File: config.mk
export PLATFORM = sky130hd
export DESIGN_NAME = dpw_top
export DESIGN_NICKNAME = d
export VERILOG_FILES = /design/src/dpw_pkg.sv /design/src/dpw_sync_if.sv /design/src/dpw_top.sv /design/src/dpw_pin_sync.sv
export VERILOG_INCLUDE_DIRS = /design/src
export SDC_FILE = /design/constraint.sdc
export NUM_CORES = 1
export LEC_CHECK = 0
export BUFFER_PORTS_ARGS = -buffer_cell sky130_fd_sc_hd__buf_2
export CORE_MARGIN = 1.5
export CORE_UTILIZATION = 45
export CTS_BUF_LIST = sky130_fd_sc_hd__clkbuf_16
export DETAILED_ROUTE_END_ITERATION = 12
export PLACE_DENSITY = 0.63
export SLEW_MARGIN = 10
export SYNTH_ARGS = -nofsm -noshare
export SYNTH_HDL_FRONTEND = slang
export SYNTH_SLANG_ARGS = --single-unit
File: constraint.sdc
create_clock -name CLK_SYS_IN -period 2.9 [get_ports CLK_SYS_IN]
set_input_delay 0.58 -clock CLK_SYS_IN [delete_from_list [all_inputs] [get_ports CLK_SYS_IN]]
set_output_delay 0.58 -clock CLK_SYS_IN [all_outputs]
set_load 0.005 [all_outputs]
File: src/dpw_consts.svh
// constants for the digipot serial wiper port
`ifndef DPW_CONSTS_SVH
`define DPW_CONSTS_SVH
`define DPW_WORD_BITS      16
`define DPW_CNT_BITS       4
`define DPW_CMD_MSB        13
`define DPW_CMD_LSB        10
`define DPW_DATA_MSB       9
`define DPW_DATA_LSB       0
`define DPW_WIPER_MID      10'h200
`define DPW_CMD_NOP        4'h0
`define DPW_CMD_WRITE      4'h1
`define DPW_CMD_READ       4'h2
`define DPW_CMD_SWRESET    4'h4
`define DPW_CMD_CTRL       4'h6
`define DPW_CTRL_WE_POS    1
`define DPW_EXEC_NS        40
`define DPW_CLK_PERIOD_NS  5
`define DPW_EXEC_CYCLES    ((`DPW_EXEC_NS + `DPW_CLK_PERIOD_NS - 1) / `DPW_CLK_PERIOD_NS)
`endif

File: src/dpw_pkg.sv
// types for the digipot serial wiper port
package dpw_pkg;
	typedef logic [9:0]  dpw_wiper_t;
	typedef logic [15:0] dpw_word_t;
	typedef enum logic [1:0] {
		DPW_IDLE = 2'b00,
		DPW_EXEC = 2'b01
	} dpw_state_e;
endpackage : dpw_pkg

File: src/dpw_sync_if.sv
// synchronised pin levels and edge strobes passed between modules
interface dpw_sync_if;
	logic sclk_fall;
	logic sync_fall;
	logic sync_rise;
	logic sync_low;
	logic din;
	logic rst_rise;
	modport src (output sclk_fall, sync_fall, sync_rise, sync_low, din, rst_rise);
	modport dst (input  sclk_fall, sync_fall, sync_rise, sync_low, din, rst_rise);
endinterface : dpw_sync_if

File: src/dpw_top.sv
// serial control port of a single-channel digital potentiometer
`include "dpw_consts.svh"
module dpw_top
	import dpw_pkg::*;
(
	// clock and reset
	input  wire logic       CLK_SYS_IN,
	input  wire logic       RESET_IN,
	// serial pins
	input  wire logic       SCLK_IN,
	input  wire logic       SYNC_N_IN,
	input  wire logic       DIN_IN,
	input  wire logic       HW_RESET_IN,
	output logic            SERIAL_OUT_OD_OUT,
	output logic            SERIAL_OUT_OD_OE_OUT,
	output logic            READY_OD_OUT,
	output logic            READY_OD_OE_OUT,
	// wiper state
	output logic [9:0]      WIPER_POSITION_OUT
);
	dpw_sync_if sy ();

	dpw_pin_sync u_sync (
		.clk_in      (CLK_SYS_IN),
		.rst_in      (RESET_IN),
		.sclk_in     (SCLK_IN),
		.sync_n_in   (SYNC_N_IN),
		.din_in      (DIN_IN),
		.hw_reset_in (HW_RESET_IN),
		.sy          (sy.src)
	);

	localparam logic [7:0] EXEC_CYC = 8'(`DPW_EXEC_CYCLES);

	dpw_word_t                   shift_reg, shift_next;
	logic [`DPW_CNT_BITS-1:0]    cnt_reg;
	logic                        full_reg;
	dpw_wiper_t                  wiper_position_reg, wiper_next;
	logic                        wiper_write_enable_bit;
	logic                        we_next;
	dpw_state_e                  state_reg, state_next;
	logic [7:0]                  exec_reg;
	logic                        serial_oe_reg;
	logic                        cmd_read_pending;
	logic                        rdy_low_reg;

	// decode of a completed frame
	wire        shift_en   = sy.sync_low & sy.sclk_fall;
	wire [3:0]  cmd        = shift_reg[`DPW_CMD_MSB:`DPW_CMD_LSB];
	wire [9:0]  data       = shift_reg[`DPW_DATA_MSB:`DPW_DATA_LSB];
	wire        frame_ok   = sy.sync_rise & full_reg & (cnt_reg == 4'h0);
	wire        do_write   = frame_ok & (cmd == `DPW_CMD_WRITE) & wiper_write_enable_bit;
	wire        do_read    = frame_ok & (cmd == `DPW_CMD_READ);
	wire        do_swrst   = frame_ok & (cmd == `DPW_CMD_SWRESET);
	wire        do_ctrl    = frame_ok & (cmd == `DPW_CMD_CTRL);
	wire        exec_start = do_write | do_read;
	wire        exec_done  = (state_reg == DPW_EXEC) & (exec_reg == 8'h01);

	always_comb begin
		shift_next = shift_reg;
		if (shift_en)
			shift_next = {shift_reg[14:0], sy.din};
		else if (exec_done && cmd_read_pending)
			shift_next = {6'h00, wiper_position_reg};
	end

	always_comb begin
		wiper_next = wiper_position_reg;
		if (sy.rst_rise || do_swrst)
			wiper_next = `DPW_WIPER_MID;
		else if (do_write)
			wiper_next = data;
	end

	assign we_next = do_ctrl ? data[`DPW_CTRL_WE_POS] : wiper_write_enable_bit;

	always_comb begin
		state_next = state_reg;
		case (state_reg)
			DPW_IDLE: if (exec_start) state_next = DPW_EXEC;
			DPW_EXEC: if (exec_done)  state_next = DPW_IDLE;
			default:  state_next = DPW_IDLE;
		endcase
	end

	always_ff @(posedge CLK_SYS_IN) begin
		if (RESET_IN) begin
			shift_reg              <= 16'h0000;
			cnt_reg                <= 4'h0;
			full_reg               <= 1'b0;
			wiper_position_reg     <= `DPW_WIPER_MID;
			wiper_write_enable_bit <= 1'b0;
		end else begin
			shift_reg              <= shift_next;
			wiper_position_reg     <= wiper_next;
			wiper_write_enable_bit <= we_next;
			if (sy.sync_fall || sy.sync_rise) begin
				cnt_reg  <= 4'h0;
				full_reg <= 1'b0;
			end else if (shift_en) begin
				cnt_reg  <= cnt_reg + 4'h1;
				if (cnt_reg == 4'hF)
					full_reg <= 1'b1;
			end
		end
	end

	always_ff @(posedge CLK_SYS_IN) begin
		if (RESET_IN) begin
			state_reg        <= DPW_IDLE;
			exec_reg         <= 8'h00;
			cmd_read_pending <= 1'b0;
			rdy_low_reg      <= 1'b0;
			serial_oe_reg    <= 1'b0;
		end else begin
			state_reg <= state_next;
			if (exec_start) begin
				exec_reg         <= EXEC_CYC;
				cmd_read_pending <= do_read;
			end else if (exec_reg != 8'h00) begin
				exec_reg <= exec_reg - 8'h01;
			end
			rdy_low_reg <= (state_next == DPW_EXEC);
			serial_oe_reg <= ~shift_next[15];
		end
	end

	// open-drain pins: drive low only
	assign SERIAL_OUT_OD_OUT    = 1'b0;
	assign SERIAL_OUT_OD_OE_OUT = serial_oe_reg;
	assign READY_OD_OUT         = 1'b0;
	assign READY_OD_OE_OUT      = rdy_low_reg;
	assign WIPER_POSITION_OUT   = wiper_position_reg;
endmodule : dpw_top

File: src/dpw_pin_sync.sv
// two-flop synchronisers and edge detection for the serial pins
module dpw_pin_sync (
	input  wire logic clk_in,
	input  wire logic rst_in,
	input  wire logic sclk_in,
	input  wire logic sync_n_in,
	input  wire logic din_in,
	input  wire logic hw_reset_in,
	dpw_sync_if.src   sy
);
	logic [3:0] meta_reg;
	logic [3:0] stab_reg;
	logic [3:0] prev_reg;

	always_ff @(posedge clk_in) begin
		if (rst_in) begin
			meta_reg <= 4'hF;
			stab_reg <= 4'hF;
			prev_reg <= 4'hF;
		end else begin
			meta_reg <= {hw_reset_in, din_in, sync_n_in, sclk_in};
			stab_reg <= meta_reg;
			prev_reg <= stab_reg;
		end
	end

	assign sy.sclk_fall = prev_reg[0] & ~stab_reg[0];
	assign sy.sync_fall = prev_reg[1] & ~stab_reg[1];
	assign sy.sync_rise = ~prev_reg[1] & stab_reg[1];
	assign sy.sync_low  = ~stab_reg[1];
	assign sy.din       = stab_reg[2];
	assign sy.rst_rise  = ~prev_reg[3] & stab_reg[3];
endmodule : dpw_pin_sync

-- Word-level counts from Yosys, hierarchy flattened
Index checks and enable logic that the tools add are counted.
- equal/unequal tests: 8
- divide/modulo/power cells: 0
- muxes and demuxes: 7
- bitwise operators: 19
- multipliers: 0
- reductions and logical operators: 12
- add/subtract/negate cells: 2
- order comparisons: 0
- shifts and indexed selects: 0
- operators with widths (operator ; count):
    $mux W16 ; 2
    $and A1 B1 Y1 ; 13
    $eq A4 B3 Y1 const B ; 2
    $eq A8 B1 Y1 const B ; 1
    $mux W4 ; 2
    $reduce_bool A8 Y1 ; 1
    $sub A8 B1 Y8 const B ; 1
    $reduce_or A2 Y1 ; 3
    $not A1 Y1 ; 5
    $add A4 B1 Y4 const B ; 1
    $eq A2 B1 Y1 const B ; 2
    $eq A4 B1 Y1 const B ; 1
    $eq A4 B2 Y1 const B ; 1
    $eq A4 B4 Y1 const B ; 1
    $logic_not A4 Y1 ; 1
    $mux W2 ; 2
    $pmux W2 S2 ; 1
    $reduce_bool A2 Y1 ; 2
    $logic_not A2 Y1 ; 1
    $logic_or A1 B1 Y1 ; 2
    $reduce_and A2 Y1 ; 1
    $logic_and A1 B1 Y1 ; 1
    $or A1 B1 Y1 ; 1
- latch bits: 0
- RAM bits: 0
- logic and storage cells: 63
- register bits after elaboration: 57
- memories kept: 0
- output and inout bits: 14
- bits in read-only memories: 0

-- Depth between registers and ports, before layout
- depth after elaboration: 10
- gate-level depth with buffers: 7

-- Modules after synthesis
From an unflattened synthesis, not the netlist that was laid out.
- cell total of the unflattened synthesis: 234
- area, all modules: 2284.7 um^2
- modules (own cells, without submodules) (module ; seq. area each (um^2) ; times used ; area each (um^2) ; cells each):
    dpw_top ; 900.9 ; 1 ; 1955.6 ; 206
    dpw_pin_sync ; 220.2 ; 1 ; 329.1 ; 28

-- Least setup slack after synthesis
No wires, ideal clock.
- kind: reg2reg
- start: register cnt_reg[2]
- end: register wiper_position_reg[0] (netlist: WIPER_POSITION_OUT[0])
- clock period less this slack: 1652 ps
- path buffers: 1
- path slack: 1248 ps
- arrival time: 1520 ps
- stages on the path, launching flop included: 6
- cell sequence: dfxtp_1 -> or4b_4 -> nor3_4 -> buf_6 -> mux2i_1 -> nor2_1
- word-level cells in the longest chain between the ends: 5
- ends and longest elaborated chain (what ; RTL line ; source):
    start, declared ; dpw_top.sv:36 ; logic [`DPW_CNT_BITS-1:0] cnt_reg;
    start signal, assigned ; dpw_top.sv:101 ; cnt_reg <= cnt_reg + 4'h1;
    $logic_not A4 Y1 * ; dpw_top.sv:51 ; wire frame_ok = sy.sync_rise & full_reg & (cnt_reg == 4'h0);
    $and A1 B1 Y1 * ; dpw_top.sv:51 ;
    $and A1 B1 Y1 ; dpw_top.sv:54 ; wire do_swrst = frame_ok & (cmd == `DPW_CMD_SWRESET);
    $logic_or A1 B1 Y1 ; dpw_top.sv:69 ; if (sy.rst_rise || do_swrst)
    $reduce_or A2 Y1 (no source line) ; -- ;
    end signal, assigned ; dpw_top.sv:91 ; wiper_position_reg <= `DPW_WIPER_MID;
    end signal, assigned ; dpw_top.sv:95 ; wiper_position_reg <= wiper_next;
    end, declared ; dpw_top.sv:38 ; dpw_wiper_t wiper_position_reg, wiper_next;
Every way passes the cells marked *; elsewhere a longest branch is shown, timed or not.
A chain may end at the register's enable or synchronous reset.

-- Worst setup path in the final report
- start: register cnt_reg[2]
- end: register wiper_position_reg[9] (netlist: WIPER_POSITION_OUT[9])
The elaborated chain is that of the path after synthesis.

==> key figures <==
Pwr
  – PwrDens: between 700 and 800 mW/mm²
  – Static leakage: 1.064 nW
  – Worst vdd ir: approximately 0.33 mV

Drt
  – Via count: 1,588
  – DRC errors left: 0
  – Post-route ant nets: 0
  – Total wire length: between 3000 and 4000 µm
  – DR WL/cell: around 12 µm
  – Drt via density: roughly 5.0
  – Iteration count of the initial detailed-routing pass: 4
  – Initial drt markers: 29

Finish
  – Layout Utilization: between 50% and 60%
  – Final std cells w/o fill: 315
  – Area Growth Syn to Fin: 13.62%
  – N_diodes: 0
  – Most frequent cells in the layout: dfxtp_1, nor2_1, mux2i_1
  – Most common cell after layout, fill and taps aside: dfxtp_1
  – Nets@finish: 260
  – Layout cells sized above 1: 18.15%
  – Max FFs per register: 16

Die
  – Die ar.: roughly 0.0055 mm²
  – Starting Density: a little under half
  – Die X: around 74 µm
  – Row count: 25
  – Core area: roughly 0.0048 mm²
  – DIE HEIGHT: 74.29 µm
  – Num ports: 20

Synthesis
  – Post-synth ARST share: 0%
  – Post-synth EDFFs: 0
  – Synth area leader: dfxtp_1
  – Most used DFF post-synth: dfxtp_1
  – Area contributors post-synth: dfxtp_1, mux2i_1, a21oi_1
  – Distinct cells, synth: 44
  – Register bit total from synthesis: 56
  – Post-Syn Area: between 0.002 and 0.0025 mm²
  – Register area share after synthesis: about half
  – Post-Syn Instances: 232
  – Post-synthesis area per instance: slightly below 10 µm²
  – Yosys warns: 0
  – Share of the synthesized area in the top cell type: approximately 49%

Critical path
  – Crit path required time: around 3.1 ns
  – Crit-path max cell delay: around 0.6 ns
  – Critical path's slowest cell: nor3_4
  – Crit path cell chain: or4b_4 > nor3_4 > nor2b_1 > a211o_1
  – CP arrival: ~2.2 ns
  – CP Class: reg -> reg
  – CP Launch Type: register
  – CP endpoint kind: register
  – Crit-path leading delay family: simple AND/OR/NAND/NOR gates
  – Worst path bufs/invs: 0
  – Critical path fanouts, max: 11

Global route
  – Grt ovf: 0
  – Initial antenna violation count: 0
  – Number of global-route vias before repair: between 1,000 and 1,500
  – Gr usage total: between 10% and 20%
  – First-pass GRT wire length: between 6000 and 7000 µm
  – Largest net degree at the start of global routing: 28

Clock network
  – Post-CTS Hold Fix Bufs: 0
  – CTS clk-pin slew, worst paths: ~0.07 ns
  – CTS Buffer Depth: 2
  – H-Tree Depth: 2
  – Clock Latency Late Sink: 0.28 ns
  – CTS tree: built
  – Num CTS Buffers: 5
  – Clock sink total: 56
  – Resize count post-CTS: 0
  – Setup Buffers After CTS: 0
  – CTS root buf: clkbuf_16

STA
  – Clock skew: 0.004005 ns
  – Slew Viols, Final: 0
  – RSZ-0062 raised after global routing: false
  – Sum of negative setup slack: 0 ns
  – Minimum clock period: approximately 2.1 ns
  – Fmax: ~0.49 GHz
  – Final setup violating endpoints: 0
  – Worst slew pin tran: roughly 0.80 ns
  – Relative slew slack: between 40 and 50%
  – Hold Fails Final Rpt: 0
  – Fin crit share: 70.85%

Worst hold path
  – Hold crit path type: reg -> reg

Run status
  – Run status: completed

Job
  – Max-cap check violation count: 0

Placed design
  – Dpl hpwl: 2650 µm
  – Placed cell count: roughly 310
  – I/O Buffers: 17
  – Final Wtd Congestion: between 0.6 and 0.7
layout make-up:
| cell class | count | area, µm² |
|---|---|---|
| tap | 67 | 83.83 |
| timing repair buffer | 19 | 100.1 |
| inverter | 8 | 30.03 |
| clock inverter | 2 | 60.06 |
| multi-input combinational | 158 | 1079 |
| clock buffer | 5 | 125.1 |
| sequential | 56 | 1121 |
| fill | 457 | 2218 |
synthesized netlist by cell type, types with 2 or more instances:
master / n
a21oi_1: 20
buf_4: 3
clkbuf_1: 6
dfxtp_1: 56
ha_1: 6
inv_1: 8
mux2i_1: 21
nand2_1: 14
nand3_1: 9
nand3b_2: 2
nand4_1: 2
nor2_1: 23
nor2b_1: 2
nor3_1: 4
o21ai_0: 11
or2_2: 10
or3b_1: 2
xnor2_1: 3
xor2_1: 5
logic make-up (layout without fill, tap and decap cells):
kind of cell | count (synthesis) | after routing | synth area share [%]
muxes | 21 | 21 | 9.190
DFF | 56 | 56 | 49.02
other | 1 | 3 | 0.1640
adders and majority gates | 6 | 6 | 3.282
xor gates and xnor gates | 8 | 8 | 3.064
AOI/OAI and AO/OA | 40 | 40 | 10.94
buffers and inverters | 20 | 34 | 4.157
and+or+nand+nor | 80 | 80 | 20.19
power breakdown:
part	leakage, nW	internal, mW	switching (mW)
Sequential	0.456	0.831	0.0621
Combinational	0.518	0.155	0.188
Clock	0.0899	0.490	0.252
metal layers:
layer | GRT usage, % | up-vias | wire length [µm]
li1 | - | 821 | -
met3 | 4.878 | 5 | 101
met4 | 4.848 | 0 | 44
met5 | 0 | - | 0
met2 | 25.99 | 20 | 1775
met1 | 19.19 | 742 | 1936
worst reg2reg max path, cell delays in order, from the launching register on:
cell and delay (ns):
dfxtp_1 0.35, or4b_4 0.60, nor3_4 0.61, nor2b_1 0.10, a211o_1 0.28
metrics by stage:
stage	hold slack, ns	power (mW)	setup slack [ns]	area (µm²)
finish	0.4103	1.979	0.8454	2599
global route	0.4301	2.077	0.7685	2599
CTS	0.4129	2.009	0.8162	2599
detailed placement	0.3968	1.264	0.8367	2414
global placement	0.3908	1.252	0.8644	2414
floorplan	0.3895	1.197	1.248	2295
worst paths after layout:
kind / from / endpoint / slack (ns) / cells past startpoint
worst max-delay path: cnt_reg[2] / WIPER_POSITION_OUT[9] / 0.85 / 4
worst min register to register: u_sync.meta_reg[1] / u_sync.stab_reg[1] / 0.41 / 1
worst min-delay path: u_sync.meta_reg[1] / u_sync.stab_reg[1] / 0.41 / 1
worst max register to register: cnt_reg[2] / WIPER_POSITION_OUT[9] / 0.85 / 4
Note: power is estimated with default switching activity, not from simulation.
